**src/shared/phase_rail_pkg.sv**
```systemverilog
// Constants shared by the rail and phase configuration register block.
package phase_rail_pkg;
  localparam int          NUM_OUTPUTS   = 2;
  localparam int          STRAP_W       = 7;
  localparam int          RAIL_W        = 5;
  // Command codes of the two registers.
  localparam logic [7:0]  CMD_GAIN      = 8'hD2;
  localparam logic [7:0]  CMD_SHARE     = 8'hD3;
  // Reset values.
  localparam logic [15:0] GAIN_RESET    = 16'hC200;
  localparam logic [15:0] SHARE_RESET   = 16'h0000;
  // Linear-11 field positions.
  localparam int          EXP_MSB       = 15;
  localparam int          EXP_LSB       = 11;
  localparam int          MANT_MSB      = 10;
  localparam int          MANT_LSB      = 0;
  // Sharing configuration field positions.
  localparam int          POS_MSB       = 15;
  localparam int          POS_LSB       = 13;
  localparam int          RAIL_MSB      = 12;
  localparam int          RAIL_LSB      = 8;
  localparam int          CNT_MSB       = 2;
  localparam int          CNT_LSB       = 0;
  localparam logic [15:0] SHARE_WMASK   = 16'hFF07;
  // Phase count field value that means two phases.
  localparam logic [2:0]  TWO_PHASES    = 3'h1;
  typedef enum {INIT_FILL0, INIT_FILL1, INIT_LOAD, INIT_RUN} init_state_t;
endpackage : phase_rail_pkg

```
**src/hw/phase_rail_config_regs.sv**
```systemverilog
// Input current gain and rail phase sharing configuration registers.
module phase_rail_config_regs (
  // Clock and reset
  input  wire logic                                     sys_clk,
  input  wire logic                                     rst_n,
  // Pin strapped bus address
  input  wire logic [phase_rail_pkg::STRAP_W-1:0]       strapAddr,
  // Command port from the transaction layer
  input  wire logic                                     cmdValid,
  input  wire logic                                     cmdWrite,
  input  wire logic [7:0]                               cmdCode,
  input  wire logic                                     cmdPage,
  input  wire logic [15:0]                              cmdWdata,
  input  wire logic                                     writeProtect,
  output logic                                          cmdAck,
  output logic                                          cmdNack,
  output logic      [15:0]                              cmdRdata,
  // Per output phase_command_a offset from the phase_command_a register
  input  wire logic [phase_rail_pkg::NUM_OUTPUTS-1:0][7:0] phaseCommandA,
  // Gain towards the input current calculation
  output logic signed [4:0]                             gainExponent,
  output logic signed [10:0]                            gainMantissa,
  // Per output configuration
  output logic [phase_rail_pkg::NUM_OUTPUTS-1:0][2:0]   phasePosition,
  output logic [phase_rail_pkg::NUM_OUTPUTS-1:0][4:0]   railIdentifier,
  output logic [phase_rail_pkg::NUM_OUTPUTS-1:0][2:0]   phasesInRail,
  output logic [phase_rail_pkg::NUM_OUTPUTS-1:0]        sharingActive,
  output logic [phase_rail_pkg::NUM_OUTPUTS-1:0][7:0]   phaseOffset
);
  import phase_rail_pkg::*;

  logic                         rstMeta;
  logic                         rstLocal_n;
  logic [STRAP_W-1:0]           strapMeta;
  logic [STRAP_W-1:0]           strapSync;
  init_state_t                  initState;
  logic [15:0]                  gain;
  logic [NUM_OUTPUTS-1:0][15:0] shareCfg;
  logic                         running;
  logic                         mapped;
  logic                         accepted;
  logic                         wrGain;
  logic                         wrShare;
  logic                         railShared;
  logic signed [4:0]            splitExp;
  logic signed [10:0]           splitMant;
  logic [15:0]                  next_rdata;

  // Command codes that this block answers.
  function automatic logic isMapped(input logic [7:0] code);
    isMapped = (code == CMD_GAIN) || (code == CMD_SHARE);
  endfunction : isMapped

  // Offset of a phase in 1/256 of a switching period, spread evenly over the rail.
  function automatic logic [7:0] spreadOffset(input logic [2:0] pos, input logic [2:0] cnt);
    logic [7:0]  step;
    logic [10:0] prod;
    case (cnt)
      3'h0:    step = 8'h00;
      3'h1:    step = 8'h80;
      3'h2:    step = 8'h55;
      3'h3:    step = 8'h40;
      3'h4:    step = 8'h33;
      3'h5:    step = 8'h2B;
      3'h6:    step = 8'h25;
      default: step = 8'h20;
    endcase
    prod = {3'h0, step} * {8'h00, pos};
    spreadOffset = prod[7:0];
  endfunction : spreadOffset

  // Reset is released through two flip-flops.
  always_ff @(posedge sys_clk or negedge rst_n) begin
    if (!rst_n) begin
      rstMeta    <= 1'b0;
      rstLocal_n <= 1'b0;
    end else begin
      rstMeta    <= 1'b1;
      rstLocal_n <= rstMeta;
    end
  end

  // The strap pins are asynchronous and pass two flip-flops before use.
  always_ff @(posedge sys_clk or negedge rstLocal_n) begin
    if (!rstLocal_n) begin
      strapMeta <= '0;
      strapSync <= '0;
    end else begin
      strapMeta <= strapAddr;
      strapSync <= strapMeta;
    end
  end

  // The strap is caught only after the synchroniser has filled, so no pin feeds the reset.
  always_ff @(posedge sys_clk or negedge rstLocal_n) begin
    if (!rstLocal_n) begin
      initState <= INIT_FILL0;
    end else begin
      case (initState)
        INIT_FILL0: initState <= INIT_FILL1;
        INIT_FILL1: initState <= INIT_LOAD;
        INIT_LOAD:  initState <= INIT_RUN;
        INIT_RUN:   initState <= INIT_RUN;
        default:    initState <= INIT_FILL0;
      endcase
    end
  end

  assign running  = (initState == INIT_RUN);
  assign mapped   = isMapped(cmdCode);
  // Protected writes are refused; reads stay open while protection is set.
  assign accepted = running && mapped && !(cmdWrite && writeProtect);
  assign wrGain   = cmdValid && cmdWrite && accepted && (cmdCode == CMD_GAIN);
  assign wrShare  = cmdValid && cmdWrite && accepted && (cmdCode == CMD_SHARE);

  // A single gain word, so the page select plays no part here.
  always_ff @(posedge sys_clk or negedge rstLocal_n) begin
    if (!rstLocal_n) begin
      gain <= GAIN_RESET;
    end else if (wrGain) begin
      gain <= cmdWdata;
    end
  end

  // One sharing word per output, selected by the page.
  for (genvar g = 0; g < NUM_OUTPUTS; g++) begin : gen_share
    always_ff @(posedge sys_clk or negedge rstLocal_n) begin
      if (!rstLocal_n) begin
        shareCfg[g] <= SHARE_RESET;
      end else if (initState == INIT_LOAD) begin
        shareCfg[g][RAIL_MSB:RAIL_LSB] <= strapSync[RAIL_W-1:0];
      end else if (wrShare && (cmdPage == 1'(g))) begin
        shareCfg[g] <= cmdWdata & SHARE_WMASK;
      end
    end

    // Automatic spreading overrides the phase_command_a command while the rail is shared.
    always_ff @(posedge sys_clk or negedge rstLocal_n) begin
      if (!rstLocal_n) begin
        phasePosition[g]  <= '0;
        railIdentifier[g] <= '0;
        phasesInRail[g]   <= '0;
        sharingActive[g]  <= 1'b0;
        phaseOffset[g]    <= '0;
      end else begin
        phasePosition[g]  <= shareCfg[g][POS_MSB:POS_LSB];
        railIdentifier[g] <= shareCfg[g][RAIL_MSB:RAIL_LSB];
        phasesInRail[g]   <= shareCfg[g][CNT_MSB:CNT_LSB];
        sharingActive[g]  <= railShared;
        if (railShared) begin
          phaseOffset[g] <= spreadOffset(shareCfg[g][POS_MSB:POS_LSB], TWO_PHASES);
        end else begin
          phaseOffset[g] <= phaseCommandA[g];
        end
      end
    end
  end

  // Only the two internal phases can form a rail; a larger phase count cannot be met here.
  assign railShared = (shareCfg[0][RAIL_MSB:RAIL_LSB] == shareCfg[1][RAIL_MSB:RAIL_LSB])
                   && (shareCfg[0][CNT_MSB:CNT_LSB] == TWO_PHASES)
                   && (shareCfg[1][CNT_MSB:CNT_LSB] == TWO_PHASES);

  linear11_split u_gain_split (
    .rawWord  (gain),
    .exponent (splitExp),
    .mantissa (splitMant),
    .negative ()
  );

  // The decoded gain feeds the input current calculation.
  always_ff @(posedge sys_clk or negedge rstLocal_n) begin
    if (!rstLocal_n) begin
      gainExponent <= '0;
      gainMantissa <= '0;
    end else begin
      gainExponent <= splitExp;
      gainMantissa <= splitMant;
    end
  end

  always_comb begin
    next_rdata = '0;
    if (cmdCode == CMD_GAIN) begin
      next_rdata = gain;
    end else if (cmdCode == CMD_SHARE) begin
      next_rdata = shareCfg[cmdPage] & SHARE_WMASK;
    end
  end

  // Every command gets exactly one answer on the following edge.
  always_ff @(posedge sys_clk or negedge rstLocal_n) begin
    if (!rstLocal_n) begin
      cmdAck   <= 1'b0;
      cmdNack  <= 1'b0;
      cmdRdata <= '0;
    end else begin
      cmdAck  <= cmdValid && accepted;
      cmdNack <= cmdValid && !accepted;
      if (cmdValid && !cmdWrite && accepted) begin
        cmdRdata <= next_rdata;
      end
    end
  end
endmodule : phase_rail_config_regs

```
**src/hw/linear11_split.sv**
```systemverilog
// Splits a Linear-11 word into its signed exponent and signed mantissa.
module linear11_split (
  // Raw register word
  input  wire logic        [15:0] rawWord,
  // Decoded fields
  output logic signed      [4:0]  exponent,
  output logic signed      [10:0] mantissa,
  output logic                    negative
);
  import phase_rail_pkg::*;

  // Both fields are two's complement, so a plain reinterpretation is enough.
  assign exponent = $signed(rawWord[EXP_MSB:EXP_LSB]);
  assign mantissa = $signed(rawWord[MANT_MSB:MANT_LSB]);
  assign negative = rawWord[MANT_MSB];
endmodule : linear11_split

```
**config.mk**
```make
export PLATFORM = sky130hd
export DESIGN_NAME = phase_rail_config_regs
export DESIGN_NICKNAME = d
export VERILOG_FILES = /design/src/shared/phase_rail_pkg.sv /design/src/hw/phase_rail_config_regs.sv /design/src/hw/linear11_split.sv
export SDC_FILE = /design/constraint.sdc
export NUM_CORES = 1
export LEC_CHECK = 0
export BUFFER_PORTS_ARGS = -buffer_cell sky130_fd_sc_hd__buf_2
export CORE_ASPECT_RATIO = 1.1
export CORE_MARGIN = 2
export CORE_UTILIZATION = 40
export DETAILED_ROUTE_END_ITERATION = 8
export GPL_TIMING_DRIVEN = 1
export SYNTH_ARGS = -nofsm -noshare
export SYNTH_HDL_FRONTEND = slang
export SYNTH_HIERARCHICAL = 1
export SYNTH_SLANG_ARGS = --single-unit
```
**constraint.sdc**
```tcl
create_clock -name sys_clk -period 7.55 [get_ports sys_clk]
set_clock_uncertainty 0.05 [all_clocks]
set_input_delay 0.755 -clock sys_clk [delete_from_list [all_inputs] [get_ports sys_clk]]
set_output_delay 0.755 -clock sys_clk [all_outputs]
set_load 0.01 [all_outputs]
```
==> results_dict.tcl, run 1 <==
set metrics [dict create \
    die_h_um 117 \
    dieArea_mm2 0.0124 \
    clock_path_buffers 2 \
    portBuffers 124 \
    rr_startpoint "initState[0]" \
    post_cts_buffers 0 \
    synth_cells 306 \
    r2r-end "gain[11]" \
    fin_hold_ws_ps 76.0 \
    finalCritPeriodShare_pct 38.5 \
    routedWlPerCell_um 15.8 \
    yosys_warnings 6 \
    place_congestion 0.761 \
    htree_levels 4 \
    grt_max_degree 87 \
    setup_tns_ps 0 \
    fin_nets 477 \
    grt_first_pass_wirelength_um 14400 \
    start_util_pct 40.6 \
    core_area_mm2 0.0114 \
    startpoint_type "primary input" \
    critical_path_class "in2reg" \
    hold_viol 0 \
    irDropWorstVdd_uv 136 \
    timing.max_cap.violations 0 \
    rsz0062_at_grt "no" \
    relSlewSlack_pct 29.1 \
    worstMarginPinSlew_ps 1060 \
    finalCriticalPeriod_ps 2900 \
    ioPinCount 127 \
    grt_pass1_vias 2734 \
    antenna_found_initial 0 \
    p_leak_nw 2.93 \
    critPathArrivalTime_ps 3140 \
    path_cells "buf_2 > nand4bb_1 > nor4_4 > and2_1 > mux2_2" \
    critPathSlowestCell "and2_1" \
    clock_tree.root_cell "clkbuf_16" \
    cp_num_buf_inv 1 \
    die_w_um 107 \
    critPathTopFamily "simple AND/OR/NAND/NOR gates" \
    syn_nets 359 \
    cts_tree "built" \
    clk-insertion-delay-late_ps 400 \
    reg2reg_slack_ps 5110 \
    run_status "complete, no violations" \
    cp_slowest_stage_delay_ps 870 \
    vias_per_cell 4.71 \
    crit_end "gain[11]" \
    syn_area_mm2 0.00462 \
    final_core_util_pct 51.6 \
    clkSinkCount 125 \
    setup_viol 0 \
    dp.final_hpwl_um 6200 \
    hold_class "in2async" \
    grt-ovfl-total 0 \
    numCtsBuffers 17 \
    antenna_cells 0 \
    route.vias.total 2763 \
    drt-total-wl_um 9270 \
    dr.pass1.iters 4 \
    timing.critical_path.from "cmdCode[2]" \
    drc 0 \
    ant_nets 0 \
    area_growth_pct 27.2 \
    cp.depth 5 \
    drv_slew 0 \
    rows 41 \
    powerDensity_mw_per_mm2 274 \
    ctsHoldBuffers 0 \
    cts_resized 0 \
    power_mw 1.61 \
    grt_usage_pct 15.6 \
    crit_fanout 16 \
    clk_pin_slew_ps 50 \
    dr.first_iter.drc_count 91 \
    postSynthAreaPerCell_um2 15.1 \
    drive_gt1_share_pct 46.7 \
    worst-r2r-cell-count 4 \
    cp.required_ps 7790 \
    fmax_mhz 344 \
    critPathCaptureType "register" \
]
-- power by group --
group	total, mW	switching [mW]	internal (mW)
registers	0.709	0.0153	0.694
logic	0.0753	0.0404	0.0350
clock network	0.828	0.290	0.537
total	1.61	0.346	1.27
-- metrics by stage --
stage          instance area (um^2)  setup slack, ps  std cells
3_5_place_dp                   5260             4180        555
3_3_place_gp                   5260             4220        555
2_1_floorplan                  4620             3760        306
5_1_grt                        5880             4510        587
4_1_cts                        5880             4610        587
6_report                       5880             4650        587
-- metal layers --
layer  up-vias  wire length, um  global-route usage, %
met1      1387             4110                   20.4
met4         0              142                   5.97
met5         -                0                      0
met3        13              463                   4.87
li1       1284                -                      -
met2        79             4560                   24.7
-- area by class of cell --
class	instances	area, um^2
clock buffer	19	453
clock inverter	13	164
fill	1026	5510
inverter	6	22.5
multi-input combinational	147	1270
sequential	125	3140
tap	150	188
timing repair buffer	127	643
-- state kept, by name, summed over array words and instances, names as in the netlist, 6 cells and up --
name,flops
phaseOffset,16
gainMantissa,11
phasesInRail,6
railIdentifier,10
phasePosition,6
gain,16
shareCfg,22
cmdRdata,16
-- placed cells by master (no fill, tap or decap), types with 10 or more instances in the layout --
cell type	count
buf_2	124
mux2_2	20
a2bb2oi_1	11
nor2b_1	16
a21oi_1	11
mux2i_1	11
a221o_1	10
nor2_1	11
clkbuf_16	17
mux2_4	10
dfrtp_1	121
-- worst min path at each step --
stage                   endpoint       start
floorplan             rstLocal_n     rstMeta
global placement    strapMeta[4]  rstLocal_n
detailed placement  strapMeta[4]  rstLocal_n
CTS                   rstLocal_n       rst_n
global route          rstLocal_n       rst_n
finish                   rstMeta       rst_n
Power figures use the tool's default switching activity.
==> run 2: changes to the inputs <==
--- a/config.mk
+++ b/config.mk
@@ -5,6 +5,7 @@
 export SDC_FILE = /design/constraint.sdc
 export NUM_CORES = 1
 export LEC_CHECK = 0
+export ABC_AREA = 1
 export BUFFER_PORTS_ARGS = -buffer_cell sky130_fd_sc_hd__buf_2
 export CORE_ASPECT_RATIO = 1.1
 export CORE_MARGIN = 2
==> constraint.sdc (replaced) <==
create_clock -name sys_clk -period 3 [get_ports sys_clk]
set_clock_uncertainty 0.05 [all_clocks]
set_input_delay 0.3 -clock sys_clk [delete_from_list [all_inputs] [get_ports sys_clk]]
set_output_delay 0.3 -clock sys_clk [all_outputs]
set_load 0.01 [all_outputs]
==> results_dict.tcl, run 2 <==
set metrics [dict create \
    run_status "complete, no violations" \
    clock_path_buffers 2 \
    power_mw 3.94 \
    drc 0 \
    rsz0062_at_grt "no" \
    vias_per_cell 4.44 \
    hold_class "in2reg" \
    hold_depth 3 \
    irDropWorstVdd_uv 347 \
    start_util_pct 41.0 \
    portBuffers 124 \
    ioPinCount 127 \
    grt_first_pass_wirelength_um 15800 \
    routedWlPerCell_um 13.0 \
    p_leak_nw 3.25 \
    clk-insertion-delay-late_ps 410 \
    synth_cells 447 \
    reg2reg_slack_ps 1060 \
    rr_startpoint "initState[0]" \
    critPathCaptureType "register" \
    htree_levels 4 \
    layout_common_cells "buf_2 (124), dfrtp_1 (121), nand2_1 (110)" \
    crit_fanout 32 \
    core_area_mm2 0.0114 \
    place_congestion 0.747 \
    hold_path_end "phaseOffset[6]" \
    fmax_mhz 515 \
    clkSinkCount 125 \
    layout_commonest_cell "buf_2" \
    grt-ovfl-total 0 \
    route.vias.total 3254 \
    grt_max_degree 73 \
    fin_nets 623 \
    hp-start "phaseCommandA[6]" \
    final_core_util_pct 52.2 \
    drv_slew 0 \
    ant_nets 0 \
    critical_path_class "reg2reg" \
    timing.max_cap.violations 0 \
    place_ws_ps 720 \
    area_growth_pct 27.5 \
    yosys_warnings 6 \
    top_register "shareCfg" \
    hold_viol 0 \
    dieArea_mm2 0.0126 \
    startpoint_type "register" \
    syn_area_mm2 0.00469 \
    r2r-end "gain[8]" \
    drive_gt1_share_pct 32.1 \
    dp.final_hpwl_um 6790 \
    cts_tree "built" \
    cp.required_ps 3220 \
    final.setup.worst_slack_ps 1060 \
    dr.pass1.iters 4 \
    dr.first_iter.drc_count 142 \
    clock_tree.root_cell "clkbuf_16" \
    finalCriticalPeriod_ps 1940 \
    numCtsBuffers 17 \
    largest_reg_flops 22 \
    grt_usage_pct 16.5 \
    finalCritPeriodShare_pct 64.8 \
    grt_pass1_vias 3149 \
    rows 41 \
    clk_pin_slew_ps 60 \
    worst-r2r-cell-count 7 \
    die_w_um 107 \
    fin_hold_ws_ps 41.4 \
    postSynthAreaPerCell_um2 10.5 \
    setup_tns_ps 0 \
    antenna_cells 0 \
    drt-total-wl_um 9550 \
    setup_viol 0 \
    worstMarginPinSlew_ps 910 \
    relSlewSlack_pct 39.3 \
    syn_nets 500 \
    powerDensity_mw_per_mm2 659 \
    critPathArrivalTime_ps 2160 \
    antenna_found_initial 0 \
    die_h_um 118 \
]
## run 2: final cells by class
type	count	area [um^2]
Sequential cell	125	3140
Tap cell	150	188
Fill cell	1040	5460
Inverter	55	211
Multi-Input combinational cell	237	1130
Clock buffer	18	439
Timing Repair Buffer	134	711
Clock inverter	14	158
## run 2: critical path, stage by stage (launching register included)
cell and delay, ps:
dfrtp_1 380, nand2_1 70, a21oi_1 250, nand2_1 140, inv_1 100, nand3_2 490, nor2_1 260, a21oi_1 60
## run 2: how the worst max path moves through the flow
stage,startpoint,end,slack (ps),depth (start not counted)
3_3_place_gp,cmdCode[5],gain[8],720,9
6_report,initState[0],gain[8],1060,7
3_5_place_dp,cmdCode[2],gain[8],720,9
2_1_floorplan,rstLocal_n,cmdAck,870,0
5_1_grt,initState[0],gain[13],830,7
4_1_cts,initState[0],gain[8],1050,7
## run 2: where the power goes
| group | total (mW) | switching (mW) | internal (mW) |
|---|---|---|---|
| clock network | 2.04 | 0.775 | 1.26 |
| registers | 1.75 | 0.0332 | 1.72 |
| logic | 0.146 | 0.0824 | 0.0636 |
## run 2: what timing repair did
| item | 4_1_cts | 5_1_grt |
|---|---|---|
| hold buffers | 6 | 0 |
| buffers inserted | 0 | 0 |
| resized for setup | 0 | 0 |
| endpoints found under the hold margin | 7 | 0 |
## run 2: layer usage
metal  part of all wire (%)  track usage, %  up-vias
met5                      0               0        -
met4                    1.0            6.49        0
met3                    6.8            5.32        8
met2                     48            25.1       96
met1                     45            21.8     1529
li1                       -               -     1621
## run 2: per-stage QoR
stage | cells | cell area [um^2]
2_1_floorplan | 447 | 4690
3_3_place_gp | 695 | 5320
3_5_place_dp | 695 | 5320
4_1_cts | 733 | 5980
5_1_grt | 733 | 5980
6_report | 733 | 5980
==> run 3: changes to the inputs <==
==> constraint.sdc (replaced) <==
create_clock -name sys_clk -period 1.9 [get_ports sys_clk]
set_clock_uncertainty 0.05 [all_clocks]
set_input_delay 0.19 -clock sys_clk [delete_from_list [all_inputs] [get_ports sys_clk]]
set_output_delay 0.19 -clock sys_clk [all_outputs]
set_load 0.01 [all_outputs]
==> results_dict.tcl, run 3 (same netlist as run 2, synthesis figures left out) <==
set metrics [dict create \
    run_status "complete, no violations" \
    die_h_um 118 \
    die_w_um 107 \
    core_area_mm2 0.0114 \
    layout_common_cells "buf_2 (124), dfrtp_1 (121), nand2_1 (110)" \
    drive_gt1_share_pct 31.2 \
    setup_viol 0 \
    dp.cells 700 \
    power_mw 6.52 \
    start_util_pct 41.0 \
    met1_usage_pct 22.4 \
    setup_tns_ps 0 \
    use_met3_pct 5.32 \
    clock_path_buffers 2 \
    p_leak_nw 3.43 \
    grt-busiest-layer "met2" \
    final.setup.worst_slack_ps 282 \
    clk_pin_slew_ps 50 \
    dieArea_mm2 0.0126 \
    fin_hold_ws_ps 34.6 \
    rows 41 \
    drt-total-wl_um 10000 \
    place_congestion 0.757 \
    ant_nets 0 \
    portBuffers 124 \
    startpoint_type "register" \
    timing.critical_path.from "initState[0]" \
    vias_per_cell 4.39 \
    fill_cells 999 \
    timing.max_cap.violations 0 \
    grt_pass1_vias 3316 \
    grt_usage_pct 17.3 \
    grt-ovfl-total 0 \
    hp-start "cmdWdata[15]" \
    dp.final_hpwl_um 6980 \
    layout_commonest_cell "buf_2" \
    powerDensity_mw_per_mm2 1020 \
    ioPinCount 127 \
    critPathCaptureType "register" \
    top_register "shareCfg" \
    dr.first_iter.drc_count 165 \
    clock_tree.root_cell "clkbuf_16" \
    cp.required_ps 2140 \
    hold_viol 0 \
    post_cts_buffers 0 \
    crit_fanout 28 \
    final_core_util_pct 55.8 \
    hold_path_end "gain[15]" \
    r2r-end "gain[8]" \
    place_ws_ps 233 \
    antenna_cells 0 \
    drv_slew 0 \
    htree_levels 4 \
    hold_class "in2reg" \
    route.vias.total 3361 \
    reg2reg_slack_ps 280 \
    final_cells 766 \
    fin_nets 656 \
    drc 0 \
    dr.pass1.iters 5 \
    placed_area_mm2 0.00539 \
    hold_depth 3 \
    clk-insertion-delay-late_ps 410 \
    numCtsBuffers 17 \
    routedWlPerCell_um 13.0 \
    fin_area_mm2 0.00638 \
    fmax_mhz 618 \
    antenna_found_initial 0 \
    finalCritPeriodShare_pct 85.2 \
    finalCriticalPeriod_ps 1620 \
    clkSinkCount 125 \
    area_growth_pct 36.2 \
    worst-r2r-cell-count 8 \
    largest_reg_flops 22 \
    critical_path_class "reg2reg" \
    grt_first_pass_wirelength_um 16600 \
    rr_startpoint "initState[0]" \
    rsz0062_at_grt "no" \
    irDropWorstVdd_uv 443 \
    cts_tree "built" \
    grt_max_degree 48 \
    critPathArrivalTime_ps 1860 \
    grt.met2_usage_pct 27.1 \
]
## run 3: cell count changes in the layout (fill, tap and decap cells not counted), sizes merged
cell and delta:
dlygate4sd3 +28, buf +5, inv -4, bufinv +2
clkbuf +2, clkinv +1, clkinvlp -1
## run 3: critical path, cell delays in order, from the launching register on
cell and delay, ps:
dfrtp_1 370, nand2_1 70, a21oi_1 260, nand2_1 130, inv_1 100, nand3_2 150, buf_12 210, nor2_1 110
a21oi_1 50
## run 3: repair_timing
item	CTS	global route
hold buffers	34	0
gates resized for setup	0	0
hold endpoints to repair	43	0
## run 3: report_power, final
group	leakage (nW)	switching, mW	internal, mW
Clock	0.313	1.15	2.31
Sequential	1.59	0.0385	2.72
Combinational	1.53	0.154	0.144
Total	3.43	1.35	5.17
## run 3: routing by layer
layer	up-vias	part of all wire (%)
met5	-	0
met1	1563	44
met3	10	5.6
met2	92	49
met4	0	1.3
li1	1696	-
## run 3: cell type report
| cell class | instances | area, um^2 | area share, % |
|---|---|---|---|
| clock buffers | 20 | 467 | 7.31 |
| clock inverters | 12 | 184 | 2.88 |
| inverters | 55 | 211 | 3.31 |
| multi-input cells | 237 | 1130 | 17.8 |
| flip-flops and latches | 125 | 3140 | 49.1 |
| well taps | 150 | 188 | 2.94 |
| repair buffers | 167 | 1070 | 16.7 |
## run 3: how the worst max path moves through the flow
stage                       end  slack [ps]  cells past startpoint
detailed placement      gain[8]         230                     12
floorplan           shareCfg[1]         480                      8
global route            gain[8]          80                      8
CTS                     gain[8]         270                      8
finish                  gain[8]         280                      8
global placement        gain[8]         300                     12
